==> config.mk <==
export PLATFORM = sky130hd
export DESIGN_NAME = pmic_fault_sequencer
export DESIGN_NICKNAME = d
export VERILOG_FILES = /design/src/rtl/pmic_seq_pkg.sv /design/src/rtl/pmic_fault_sequencer.sv
export SDC_FILE = /design/constraint.sdc
export NUM_CORES = 1
export LEC_CHECK = 0
export BUFFER_PORTS_ARGS = -buffer_cell sky130_fd_sc_hd__clkbuf_2
export CAP_MARGIN = 10
export CORE_UTILIZATION = 52
export CTS_CLUSTER_DIAMETER = 40
export DETAILED_ROUTE_END_ITERATION = 12
export PLACE_DENSITY = 0.76
export SYNTH_ARGS = -nofsm -noshare
export SYNTH_HDL_FRONTEND = slang
export SYNTH_SLANG_ARGS = --single-unit
==> constraint.sdc <==
create_clock -name aclk -period 2.1 [get_ports aclk]
set_clock_uncertainty 0.1 [all_clocks]
set_input_delay 0.42 -clock aclk [delete_from_list [all_inputs] [get_ports aclk]]
set_output_delay 0.42 -clock aclk [all_outputs]
set_load 0.05 [all_outputs]
==> src/rtl/pmic_seq_pkg.sv <==
// Constants, field layouts and types for the power fault sequencer
package pmic_seq_pkg;
    localparam int CLK_PERIOD_NS = 40;
    localparam int PG_DELAY_NS = 1000000;
    localparam int OC_FILT_NS = 1024000;
    localparam int REG_OC_NS = 32000;
    localparam int PG_CYCLES = (PG_DELAY_NS + CLK_PERIOD_NS - 1)
        / CLK_PERIOD_NS;
    localparam int OC_CYCLES = (OC_FILT_NS + CLK_PERIOD_NS - 1)
        / CLK_PERIOD_NS;
    localparam int REG_OC_CYCLES = (REG_OC_NS + CLK_PERIOD_NS - 1)
        / CLK_PERIOD_NS;
    localparam int CNT_W = 16;

    localparam int AXI_AW = 8;
    localparam logic [AXI_AW-1:0] ADDR_CTRL = 8'h00;
    localparam logic [AXI_AW-1:0] ADDR_STAT0 = 8'h04;
    localparam logic [AXI_AW-1:0] ADDR_STAT1 = 8'h08;
    localparam logic [AXI_AW-1:0] ADDR_LIVE = 8'h0c;
    localparam logic [1:0] RESP_OKAY = 2'h0;
    localparam logic [1:0] RESP_SLVERR = 2'h2;
    localparam int CTRL_DIS_EN_BIT = 0;
    localparam logic CTRL_DIS_EN_RESET = 1'h0;

    // Flat 16-bit status: low byte is status 0, high byte status 1
    localparam int ST_EOTW5 = 0;
    localparam int ST_EOTW12 = 1;
    localparam int ST_OT5 = 2;
    localparam int ST_OT12 = 3;
    localparam int ST_UV_CORE = 4;
    localparam int ST_UV_IO = 5;
    localparam int ST_UV5 = 6;
    localparam int ST_TWELVE_UNDERVOLTAGE_FLAG = 7;
    localparam int ST_OV5 = 8;
    localparam int ST_TWELVE_OVERVOLTAGE_FLAG = 9;
    localparam int ST_PDIS = 11;
    localparam int ST_OC_CORE = 12;
    localparam int ST_OC_IO = 13;
    localparam int ST_OC5 = 14;
    localparam int ST_OC12 = 15;
    localparam logic [15:0] STAT_LOCK_MASK = 16'hcfff;
    localparam logic [15:0] STAT_RESET = 16'h0000;

    // Filter channels
    localparam int F_IO_PG = 0;
    localparam int F_CORE_PG = 1;
    localparam int F_PG = 2;
    localparam int F_LDO = 3;
    localparam int F_OC5 = 4;
    localparam int F_OC12 = 5;
    localparam int F_OC_CORE = 6;
    localparam int F_OC_IO = 7;
    localparam int F_EW5 = 8;
    localparam int F_EW12 = 9;
    localparam int NF = 10;

    typedef struct packed {
        logic five_good;
        logic twelve_good;
        logic rev_fast;
        logic core_en_pin;
        logic core_above;
        logic io_above;
        logic io_ss_done;
        logic twelve_settled;
        logic ot5;
        logic ot12;
        logic eotw5;
        logic eotw12;
        logic oc5;
        logic oc12;
        logic oc_core;
        logic oc_io;
        logic clamp5;
        logic clamp12;
        logic pdis;
        logic permit;
    } sense_t;

    typedef enum logic [1:0] {SEQ_IDLE, SEQ_IO_UP, SEQ_CORE} seq_t;
endpackage : pmic_seq_pkg

==> src/rtl/pmic_fault_sequencer.sv <==
// Power sequencing, fault latching and alert logic with AXI4-Lite access
`timescale 1ns/1ps
module pmic_fault_sequencer
    import pmic_seq_pkg::*;
#(
    parameter int PG_DELAY = PG_CYCLES,
    parameter int OC_DELAY = OC_CYCLES
) (
    input wire logic aclk,
    input wire logic aresetn,
    input wire logic [AXI_AW-1:0] s_axi_awaddr,
    input wire logic [2:0] s_axi_awprot,
    input wire logic s_axi_awvalid,
    output logic s_axi_awready,
    input wire logic [31:0] s_axi_wdata,
    input wire logic [3:0] s_axi_wstrb,
    input wire logic s_axi_wvalid,
    output logic s_axi_wready,
    output logic [1:0] s_axi_bresp,
    output logic s_axi_bvalid,
    input wire logic s_axi_bready,
    input wire logic [AXI_AW-1:0] s_axi_araddr,
    input wire logic [2:0] s_axi_arprot,
    input wire logic s_axi_arvalid,
    output logic s_axi_arready,
    output logic [31:0] s_axi_rdata,
    output logic [1:0] s_axi_rresp,
    output logic s_axi_rvalid,
    input wire logic s_axi_rready,
    input wire logic five_volt_input_good,
    input wire logic twelve_volt_input_good,
    input wire logic reverse_current_fast,
    input wire logic core_reg_enable_pin,
    input wire logic core_above_threshold,
    input wire logic io_above_threshold,
    input wire logic io_soft_start_done,
    input wire logic twelve_output_settled,
    input wire logic five_over_temperature,
    input wire logic twelve_over_temperature,
    input wire logic five_early_thermal_warning,
    input wire logic twelve_early_thermal_warning,
    input wire logic five_fuse_current_limit,
    input wire logic twelve_fuse_current_limit,
    input wire logic core_current_limit,
    input wire logic io_current_limit,
    input wire logic five_output_clamp,
    input wire logic twelve_output_clamp,
    input wire logic power_disable_pin,
    input wire logic fw_disable_permit_pin,
    output logic five_volt_fuse,
    output logic twelve_volt_fuse,
    output logic io_regulator_enable,
    output logic core_regulator_enable,
    output logic power_good_out,
    output logic core_power_good,
    output logic backup_ldo_enable,
    output logic fault_alert_n
);

    ////////////////////////////////////////////////////////////////////
    // Input synchronisers
    sense_t raw, s1, s, sp;
    assign raw = '{five_volt_input_good, twelve_volt_input_good,
        reverse_current_fast, core_reg_enable_pin, core_above_threshold,
        io_above_threshold, io_soft_start_done, twelve_output_settled,
        five_over_temperature, twelve_over_temperature,
        five_early_thermal_warning, twelve_early_thermal_warning,
        five_fuse_current_limit, twelve_fuse_current_limit,
        core_current_limit, io_current_limit, five_output_clamp,
        twelve_output_clamp, power_disable_pin, fw_disable_permit_pin};

    always_ff @(posedge aclk) begin
        if (!aresetn) begin
            s1 <= '0;
            s <= '0;
            sp <= '0;
        end else begin
            s1 <= raw;
            s <= s1;
            sp <= s;
        end
    end

    wire five_rise = s.five_good & ~sp.five_good;
    wire five_fall = ~s.five_good & sp.five_good;
    wire twelve_rise = s.twelve_good & ~sp.twelve_good;
    wire twelve_fall = ~s.twelve_good & sp.twelve_good;
    wire pdis_rise = s.pdis & ~sp.pdis;
    wire pdis_fall = ~s.pdis & sp.pdis;

    ////////////////////////////////////////////////////////////////////
    // Release-cycle detection and thermal latch-off
    logic five_fell, twelve_fell, pdis_rose;
    logic latch5, latch12;
    wire five_cycled = five_rise & five_fell;
    wire twelve_cycled = twelve_rise & twelve_fell;
    wire pdis_cycled = pdis_fall & pdis_rose;

    always_ff @(posedge aclk) begin
        if (!aresetn) begin
            five_fell <= 1'b0;
            twelve_fell <= 1'b0;
            pdis_rose <= 1'b0;
        end else begin
            five_fell <= five_fall | (five_fell & ~five_rise);
            twelve_fell <= twelve_fall | (twelve_fell & ~twelve_rise);
            pdis_rose <= pdis_rise | (pdis_rose & ~pdis_fall);
        end
    end

    // Set wins: a cycle finishing while still hot keeps the latch
    always_ff @(posedge aclk) begin
        if (!aresetn) begin
            latch5 <= 1'b0;
            latch12 <= 1'b0;
        end else begin
            latch12 <= s.ot12 | (latch12 & ~(twelve_cycled | pdis_cycled
                | five_cycled));
            latch5 <= s.ot5 | (latch5 & ~(five_cycled
                | pdis_cycled));
        end
    end

    ////////////////////////////////////////////////////////////////////
    // Power-disable decode and fuse control
    logic dis_en, twelve_run;
    wire pdis_open = s.permit ? (dis_en & s.pdis) : s.pdis;
    wire next_five_fuse = s.five_good & ~s.rev_fast
        & ~latch5 & ~pdis_open;
    // 12V may stay up on its own once started; it cannot start alone
    wire next_twelve_run = s.twelve_good & ~latch12 & ~pdis_open
        & (twelve_run | s.five_good);

    always_ff @(posedge aclk) begin
        if (!aresetn) begin
            five_volt_fuse <= 1'b0;
            twelve_run <= 1'b0;
        end else begin
            five_volt_fuse <= next_five_fuse;
            twelve_run <= next_twelve_run;
        end
    end
    assign twelve_volt_fuse = twelve_run;

    ////////////////////////////////////////////////////////////////////
    // Persistence filters and one-shot timers
    wire [NF-1:0] fout;
    logic [NF-1:0] fin, fprev;
    logic late5;
    wire backup_want = s.io_ss_done & ~late5;

    always_comb begin
        fin = '0;
        fin[F_IO_PG] = s.io_above & io_regulator_enable;
        fin[F_CORE_PG] = s.core_above & core_regulator_enable;
        fin[F_PG] = s.io_above & s.core_above;
        fin[F_LDO] = backup_want;
        fin[F_OC5] = s.oc5;
        fin[F_OC12] = s.oc12;
        fin[F_OC_CORE] = s.oc_core;
        fin[F_OC_IO] = s.oc_io;
        fin[F_EW5] = s.eotw5;
        fin[F_EW12] = s.eotw12;
    end

    for (genvar i = 0; i < NF; i++) begin : g_filt
        localparam int LIM = (i <= F_LDO) ? PG_DELAY
            : (i <= F_OC12) ? OC_DELAY : REG_OC_CYCLES;
        // Only the backup enable is filtered in both directions
        localparam bit FAST_OFF = (i != F_LDO);
        logic [CNT_W-1:0] cnt;
        logic q;
        always_ff @(posedge aclk) begin
            if (!aresetn) begin
                cnt <= '0;
                q <= 1'b0;
            end else if (fin[i] == q) begin
                cnt <= '0;
            end else if (FAST_OFF && !fin[i]) begin
                cnt <= '0;
                q <= 1'b0;
            end else if (cnt == CNT_W'(LIM - 1)) begin
                cnt <= '0;
                q <= fin[i];
            end else begin
                cnt <= cnt + 1'b1;
            end
        end
        assign fout[i] = q;
    end

    wire [NF-1:0] frise = fout & ~fprev;
    assign power_good_out = fout[F_PG];
    assign core_power_good = fout[F_CORE_PG];
    assign backup_ldo_enable = fout[F_LDO];

    always_ff @(posedge aclk) begin
        if (!aresetn) begin
            fprev <= '0;
            late5 <= 1'b0;
        end else begin
            fprev <= fout;
            late5 <= (five_rise & s.twelve_settled)
                | (late5 & ~five_fall);
        end
    end

    ////////////////////////////////////////////////////////////////////
    // Regulator start-up sequence
    seq_t seq, next_seq;
    always_comb begin
        next_seq = seq;
        case (seq)
            SEQ_IDLE: if (five_volt_fuse) next_seq = SEQ_IO_UP;
            SEQ_IO_UP: if (fout[F_IO_PG]) next_seq = SEQ_CORE;
            SEQ_CORE: next_seq = SEQ_CORE;
            default: next_seq = SEQ_IDLE;
        endcase
        if (latch5) next_seq = SEQ_IDLE;
    end

    always_ff @(posedge aclk) begin
        if (!aresetn) begin
            seq <= SEQ_IDLE;
            io_regulator_enable <= 1'b0;
            core_regulator_enable <= 1'b0;
        end else begin
            seq <= next_seq;
            io_regulator_enable <= next_seq != SEQ_IDLE;
            core_regulator_enable <= (next_seq == SEQ_CORE)
                & s.core_en_pin;
        end
    end

    ////////////////////////////////////////////////////////////////////
    // Fault status and alert
    logic [15:0] status, evt;
    logic status_wr;
    always_comb begin
        evt = '0;
        evt[ST_EOTW5] = frise[F_EW5];
        evt[ST_EOTW12] = frise[F_EW12];
        evt[ST_OT5] = s.ot5 & ~sp.ot5;
        evt[ST_OT12] = s.ot12 & ~sp.ot12;
        evt[ST_UV_CORE] = ~s.core_above & sp.core_above
            & core_regulator_enable;
        evt[ST_UV_IO] = ~s.io_above & sp.io_above & io_regulator_enable;
        evt[ST_UV5] = five_fall;
        evt[ST_TWELVE_UNDERVOLTAGE_FLAG] = twelve_fall;
        evt[ST_OV5] = s.clamp5 & ~sp.clamp5;
        evt[ST_TWELVE_OVERVOLTAGE_FLAG] = s.clamp12 & ~sp.clamp12;
        evt[ST_PDIS] = s.pdis ^ sp.pdis;
        evt[ST_OC_CORE] = frise[F_OC_CORE];
        evt[ST_OC_IO] = frise[F_OC_IO];
        evt[ST_OC5] = frise[F_OC5];
        evt[ST_OC12] = frise[F_OC12];
    end

    wire locked = |(status & STAT_LOCK_MASK);
    wire [15:0] keep = status_wr ? STAT_RESET : status;
    wire [15:0] gate = (locked & ~status_wr) ? ~STAT_LOCK_MASK : 16'hffff;
    // A fault in the clearing cycle survives the clear
    wire [15:0] next_status = keep | (evt & gate);

    always_ff @(posedge aclk) begin
        if (!aresetn) begin
            status <= STAT_RESET;
            fault_alert_n <= 1'b1;
        end else begin
            status <= next_status;
            fault_alert_n <= ~|next_status;
        end
    end

    ////////////////////////////////////////////////////////////////////
    // AXI4-Lite slave
    logic aw_got, w_got;
    logic [AXI_AW-1:0] awaddr_q;
    logic [31:0] wdata_q;
    logic [3:0] wstrb_q;
    assign s_axi_awready = ~aw_got & ~s_axi_bvalid;
    assign s_axi_wready = ~w_got & ~s_axi_bvalid;
    assign s_axi_arready = ~s_axi_rvalid;
    wire do_wr = aw_got & w_got & ~s_axi_bvalid;
    wire hit_ctrl = awaddr_q == ADDR_CTRL;
    wire hit_stat = awaddr_q == ADDR_STAT0 || awaddr_q == ADDR_STAT1;
    wire wr_map = hit_ctrl | hit_stat | (awaddr_q == ADDR_LIVE);
    assign status_wr = do_wr & hit_stat;

    wire [31:0] live = {22'h0, pdis_open, latch12, latch5,
        backup_ldo_enable, core_power_good, power_good_out,
        core_regulator_enable, io_regulator_enable, twelve_volt_fuse,
        five_volt_fuse};
    wire rd_ctrl = s_axi_araddr == ADDR_CTRL;
    wire rd_s0 = s_axi_araddr == ADDR_STAT0;
    wire rd_s1 = s_axi_araddr == ADDR_STAT1;
    wire rd_live = s_axi_araddr == ADDR_LIVE;
    wire rd_map = rd_ctrl | rd_s0 | rd_s1 | rd_live;
    wire [31:0] rd_mux = rd_ctrl ? {31'h0, dis_en}
        : rd_s0 ? {24'h0, status[7:0]}
        : rd_s1 ? {24'h0, status[15:8]}
        : rd_live ? live : 32'h0;

    always_ff @(posedge aclk) begin
        if (!aresetn) begin
            aw_got <= 1'b0;
            w_got <= 1'b0;
            awaddr_q <= '0;
            wdata_q <= 32'h0;
            wstrb_q <= 4'h0;
        end else begin
            if (s_axi_awvalid & s_axi_awready) begin
                aw_got <= 1'b1;
                awaddr_q <= s_axi_awaddr;
            end else if (do_wr) begin
                aw_got <= 1'b0;
            end
            if (s_axi_wvalid & s_axi_wready) begin
                w_got <= 1'b1;
                wdata_q <= s_axi_wdata;
                wstrb_q <= s_axi_wstrb;
            end else if (do_wr) begin
                w_got <= 1'b0;
            end
        end
    end

    always_ff @(posedge aclk) begin
        if (!aresetn) begin
            s_axi_bvalid <= 1'b0;
            s_axi_bresp <= RESP_OKAY;
            dis_en <= CTRL_DIS_EN_RESET;
        end else begin
            if (do_wr) begin
                s_axi_bvalid <= 1'b1;
                s_axi_bresp <= wr_map ? RESP_OKAY : RESP_SLVERR;
            end else if (s_axi_bready) begin
                s_axi_bvalid <= 1'b0;
            end
            if (do_wr & hit_ctrl & wstrb_q[0]) begin
                dis_en <= wdata_q[CTRL_DIS_EN_BIT];
            end
        end
    end

    always_ff @(posedge aclk) begin
        if (!aresetn) begin
            s_axi_rvalid <= 1'b0;
            s_axi_rdata <= 32'h0;
            s_axi_rresp <= RESP_OKAY;
        end else if (s_axi_arvalid & s_axi_arready) begin
            s_axi_rvalid <= 1'b1;
            s_axi_rdata <= rd_mux;
            s_axi_rresp <= rd_map ? RESP_OKAY : RESP_SLVERR;
        end else if (s_axi_rready) begin
            s_axi_rvalid <= 1'b0;
        end
    end
endmodule : pmic_fault_sequencer

Yosys cells after proc, flatten, opt, wreduce, memory -nomap -nowiden
Index checks and enable logic that the tools add are counted.
{ "op_classes": {"n_addsub": 10, "eq_ne": 38, "mux": 38, "n_bitwise": 115, "n_reduce_logical": 32} }
{ "op_table": {"columns": ["operator", "count"], "rows": [
  ["$add A16 B1 Y16 const B", 10],
  ["$eq A16 B15 Y1 const B", 6],
  ["$eq A16 B10 Y1 const B", 4],
  ["$not A1 Y1", 48],
  ["$and A1 B1 Y1", 47],
  ["$mux W10", 4],
  ["$reduce_or A4 Y1", 9],
  ["$eq A8 B4 Y1 const B", 4],
  ["$mux W16", 2],
  ["$mux W1", 26],
  ["$reduce_and A2 Y1", 10],
  ["$ne A2 B1 Y1 const B", 9],
  ["$and A16 B16 Y16", 1],
  ["$eq A8 B3 Y1 const B", 2],
  ["$logic_not A8 Y1", 2],
  ["$or A16 B16 Y16", 1],
  ["$reduce_or A16 Y1", 1],
  ["$or A1 B1 Y1", 15],
  ["$reduce_or A14 Y1", 1],
  ["$and A10 B10 Y10", 1],
  ["$eq A1 B1 Y1", 10],
  ["$mux W2", 5],
  ["$not A10 Y10", 1],
  ["$reduce_bool A2 Y1", 5],
  ["other kinds (8)", 9]
]} }
{ "word_totals": {"regBits": 309, "in_bits": 85, "out_inout_bits": 49, "word_cells": 327} }

Logic depth before layout (Yosys ltp)
{ "logic_depth": {"word_depth": 10, "mapped_depth": 7, "ltp_nobuf": 6} }

Worst setup path after synthesis
Ideal clock, no wire load.
{ "synth_timing": {"kind": "register to register", "from": "reg awaddr_q[7]", "to": "reg status[11]", "setup_time_ns": 0.115, "arrival_time_ns": 1.892, "slack_ns": -0.007, "stages_incl_launch_ff": 8, "path_buffers": 2, "period_less_slack_ns": 2.107, "path_cell_list": "dfxtp_1 > or4_4 > or4_4 > buf_6 > buf_2 > nand2_1 > o21ai_0 > and2_1"} }
{ "synth_between": {"elab_chain_cells": 8} }
{ "synth_rtl": {"columns": ["element", "line", "text"], "rows": [
  ["from (decl)", "pmic_fault_sequencer.sv:278", "logic [AXI_AW-1:0] awaddr_q;"],
  ["from (signal assigned)", "pmic_fault_sequencer.sv:314", "awaddr_q <= s_axi_awaddr;"],
  ["$eq A8 B3 Y1 / $eq A8 B4 Y1 (equally long branches)", "pmic_fault_sequencer.sv:286", "wire hit_stat = awaddr_q == ADDR_STAT0 || awaddr_q == ADDR_STAT1;"],
  ["$logic_or A1 B1 Y1 (*)", "pmic_fault_sequencer.sv:286", null],
  ["$and A1 B1 Y1 (*)", "pmic_fault_sequencer.sv:288", "assign status_wr = do_wr & hit_stat;"],
  ["$not A1 Y1", "pmic_fault_sequencer.sv:261", "wire [15:0] gate = (locked & ~status_wr) ? ~STAT_LOCK_MASK : 16'hffff;"],
  ["$and A1 B1 Y1", "pmic_fault_sequencer.sv:261", null],
  ["$mux W16", "pmic_fault_sequencer.sv:261", null],
  ["$and A16 B16 Y16", "pmic_fault_sequencer.sv:263", "wire [15:0] next_status = keep | (evt & gate);"],
  ["$or A16 B16 Y16 (*)", "pmic_fault_sequencer.sv:263", null],
  ["to (signal assigned)", "pmic_fault_sequencer.sv:270", "status <= next_status;"],
  ["to (decl)", "pmic_fault_sequencer.sv:237", "logic [15:0] status, evt;"]
]} }
Every way passes the cells marked *; elsewhere a longest branch is shown, timed or not.
A chain may end at the register's enable or synchronous reset.

Worst setup path after layout
{ "layout_timing": {"from": "reg awaddr_q[4]", "to": "reg fault_alert_n"} }
{ "layout_between": {"elab_chain_cells": 10} }
{ "layout_rtl": {"columns": ["element", "line", "text"], "rows": [
  ["$eq A8 B3 Y1 / $eq A8 B4 Y1 (equally long branches)", "pmic_fault_sequencer.sv:286", null],
  ["$logic_or A1 B1 Y1 (*)", "pmic_fault_sequencer.sv:286", null],
  ["$and A1 B1 Y1 (*)", "pmic_fault_sequencer.sv:288", null],
  ["$not A1 Y1", "pmic_fault_sequencer.sv:261", null],
  ["$and A1 B1 Y1", "pmic_fault_sequencer.sv:261", null],
  ["$mux W16", "pmic_fault_sequencer.sv:261", null],
  ["$and A16 B16 Y16", "pmic_fault_sequencer.sv:263", null],
  ["$or A16 B16 Y16 (*)", "pmic_fault_sequencer.sv:263", null],
  ["$reduce_or A16 Y1 (*)", "pmic_fault_sequencer.sv:271", "fault_alert_n <= ~|next_status;"],
  ["$logic_not A1 Y1 (*)", "pmic_fault_sequencer.sv:271", null],
  ["to (signal assigned)", "pmic_fault_sequencer.sv:271", null],
  ["to (decl)", "pmic_fault_sequencer.sv:57", "output logic fault_alert_n"]
]} }
Marks and branches as above.

==> results.json <==
{
  "grt_start_max_net_pins": 47,
  "cts.sinks": 281,
  "synth_top_area_share_pct": 50.3,
  "synth_compound_gate_area_share_pct": 4.77,
  "power.density_nw_per_um2": 908,
  "num_vias": 8262,
  "number_of_max_slew_violations_in_the_final_report": 0,
  "max_slew.worst_pin.slew_ps": 534,
  "grt_setup_unrepaired": "yes",
  "hold_class": "input port to flop",
  "final-setup-viol-count": 8,
  "floorplan.die.width_um": 149,
  "wire_length_of_the_first_global_routing_pass_um": 34500,
  "synth-xor-area-share_pct": 11.1,
  "area_delta_synth_final_pct": 17.3,
  "syn_inst": 1252,
  "postSynth.asyncResetShare_pct": 0,
  "outcome": "finished, violations left",
  "antenna_found_initial": 0,
  "io-pin-count": 134,
  "post_route_cells_drive_above_1_share_pct": 12.9,
  "critPathMaxFanout": 8,
  "cts.htree.levels": 2,
  "setup_ws_ps": -120,
  "synth.ff_latch_count": 281,
  "cts_tree": "built",
  "crit_buf_inv": 1,
  "cp-start-kind": "flop",
  "nFillCells": 1764,
  "netlist_top_cells_count": "281 x sky130_fd_sc_hd__dfxtp_1, 218 x sky130_fd_sc_hd__nor2_1, 121 x sky130_fd_sc_hd__nand2_1, 81 x sky130_fd_sc_hd__and2_1, 72 x sky130_fd_sc_hd__xor2_1",
  "yosys.cell_count.top_type": "sky130_fd_sc_hd__dfxtp_1",
  "yosys_most_used_dff": "sky130_fd_sc_hd__dfxtp_1",
  "synth-edff-count": 0,
  "finalHoldViolCount": 0,
  "critical-path-max-stage-delay_ps": 600,
  "drtPass1Iterations": 5,
  "synth.area.top_cells": "sky130_fd_sc_hd__dfxtp_1 50%, sky130_fd_sc_hd__nor2_1 7.3%, sky130_fd_sc_hd__xor2_1 5.6%",
  "yosysSeqAreaShare_pct": 50.3,
  "synth_top_family_by_area": "simple AND/OR/NAND/NOR gates",
  "timing.max_cap.violations": 0,
  "core_area_um2": 21000,
  "placed_cells": 1584,
  "multiplexer_fraction_of_the_synthesized_cell_area_pct": 0.750,
  "drt_drc_violations_left": 0,
  "static_leakage_nw": 4.80,
  "synth-adder-area-share_pct": 1.52,
  "timing.critical_path.slowest_stage_cell": "sky130_fd_sc_hd__or4_4",
  "drt_wl_total_um": 20300,
  "cts_buffers": 35,
  "required_ps": 2420,
  "violated_checks": "negative setup slack",
  "dieHeight_um": 149,
  "grt_pass1_vias": 7754,
  "path_cells": "or4_4, or4_4, buf_6, nor2_2, o22ai_1, o31ai_2",
  "multiInputGateArea_um2": 5250,
  "total_power_w": 0.0119,
  "pre_cts_ws_ps": -158,
  "die-area_um2": 22100,
  "drt_first_iter_violations": 300,
  "drtAntennaViolNets": 0,
  "clkSlewWorstSetupHoldPaths_ps": 60,
  "design_area_um2": 13100,
  "postPlaceCellArea_um2": 11800,
  "worstSetupPathType": "flop to flop",
  "root_buffer": "sky130_fd_sc_hd__clkbuf_16",
  "post-dp-hpwl_um": 14100,
  "cp_top_family": "simple AND/OR/NAND/NOR gates",
  "io_buffer_count": 69,
  "critical_path_arrival_ps": 2540,
  "final_cell_count_no_fill": 1655,
  "synth_cell_type_count": 50,
  "fmax_mhz": 451,
  "finalCoreUtilization_pct": 62.3,
  "gpl.final_weighted_congestion": 0.812,
  "grt_use_total_pct": 18.8,
  "yosysWarningCount": 0,
  "floorplan.initialDensity_pct": 53.2,
  "slew_headroom_pct": 64.0,
  "path_common_cell": "sky130_fd_sc_hd__or4_4",
  "netlist_area_um2": 11200,
  "vdd_drop_max_mv": 0.691,
  "area.sequential_um2": 5630,
  "cp-end-kind": "flop",
  "share_of_the_cycle_needed_by_the_critical_path_after_routing_pct": 106,
  "via_per_instance_ratio": 4.99,
  "wl_per_cell_um": 12.3,
  "antennaDiodeCount": 0,
  "floorplan.rows": 53,
  "period_minus_slack_ps": 2220,
  "synthesis.area_per_instance_um2": 8.92,
  "synth-simple-area-share_pct": 27.5,
  "finish.net_count": 1450,
  "clk-insertion-delay-late_ps": 510,
  "globalRouteOverflowTotal": 0,
  "post-synth-top-area-cell": "sky130_fd_sc_hd__dfxtp_1",
  "cts-root-to-sink-buffers": 3
}
## area by class of cell
type	instances	share of cell area, %
inverter	31	0.888
sequential	281	42.9
clock inverter	23	1.80
timing repair buffer	96	4.55
tap	275	2.63
clock buffer	41	7.08
multi-input combinational	908	40.1
## worst paths after layout
kind | startpoint | to | slack [ps] | cells past startpoint
worst max-delay path | awaddr_q[4] | fault_alert_n | -120 | 6
worst min-delay path | io_current_limit | s1[4] | 20 | 2
worst max register to register | awaddr_q[4] | fault_alert_n | -120 | 6
worst min register to register | s[17] | five_volt_fuse | 310 | 1
## metal layers
metal  GRT usage [%]  part of all wire [%]  routed length, µm  vias to the layer above
li1                -                     -                  -                     4306
met1            24.4                    48               9680                     3781
met2            31.3                    46               9410                      135
met3            3.47                   3.9                796                       40
met4            6.49                   2.1                436                        0
met5               0                     0                  0                        -
## cells in the final DEF, fill, tap and decap left out, drive strengths merged, types with 12 or more instances in the layout
master,Yosys,layout
o21ai,25,25
nand2b,19,19
clkbuf,28,109
nor4,23,23
buf,29,26
and3,19,19
xnor2,70,70
conb,1,24
nor3,32,32
nor2,218,218
inv,31,44
xor2,72,72
a21boi,20,20
dfxtp,281,281
nand4,27,27
nand2,121,121
and2,81,81
nand3,67,67
ha,12,12
## cells by family after synthesis
logic type	Yosys count
DFF	281
AOI/OAI and AO/OA	78
and+or+nand+nor	641
xor gates and xnor gates	142
muxes	7
buffers and inverters	88
adders and majority gates	14
other	1
## sequential cells by signal (all words and copies together) (netlist names), 2 cells and up
register / cells
g_filt.cnt: 160
s1: 20
status: 16
s: 14
s_axi_rdata: 10
sp: 9
awaddr_q: 8
g_filt.q: 7
fin: 6
fprev: 6
seq: 2
## stage by stage
step / TNS, ps / hold slack (ps)
after detailed placement: -723 / 308
after CTS: -512 / 4.45
after floorplan: 0 / 275
final: -434 / 21.5
after global placement: -450 / 304
after global routing: -983 / 8.93
## power breakdown
group | internal (W) | switching (W) | total [W]
clock | 0.00351 | 0.00237 | 0.00588
sequential | 0.00542 | 0.0000481 | 0.00547
combinational | 0.000185 | 0.000368 | 0.000553
total | 0.00911 | 0.00279 | 0.0119
## what timing repair did
item | 4_1_cts | 5_1_grt
gates cloned | 2 | 0
hold endpoints to repair | 2 | 0
hold buffers | 2 | 0
gates resized for setup | 13 | 9
endpoints found under the setup margin | 14 | 14
buffers inserted | 0 | 3
pin swaps | 3 | 5
No activity file was read; power rests on OpenSTA's default activity.
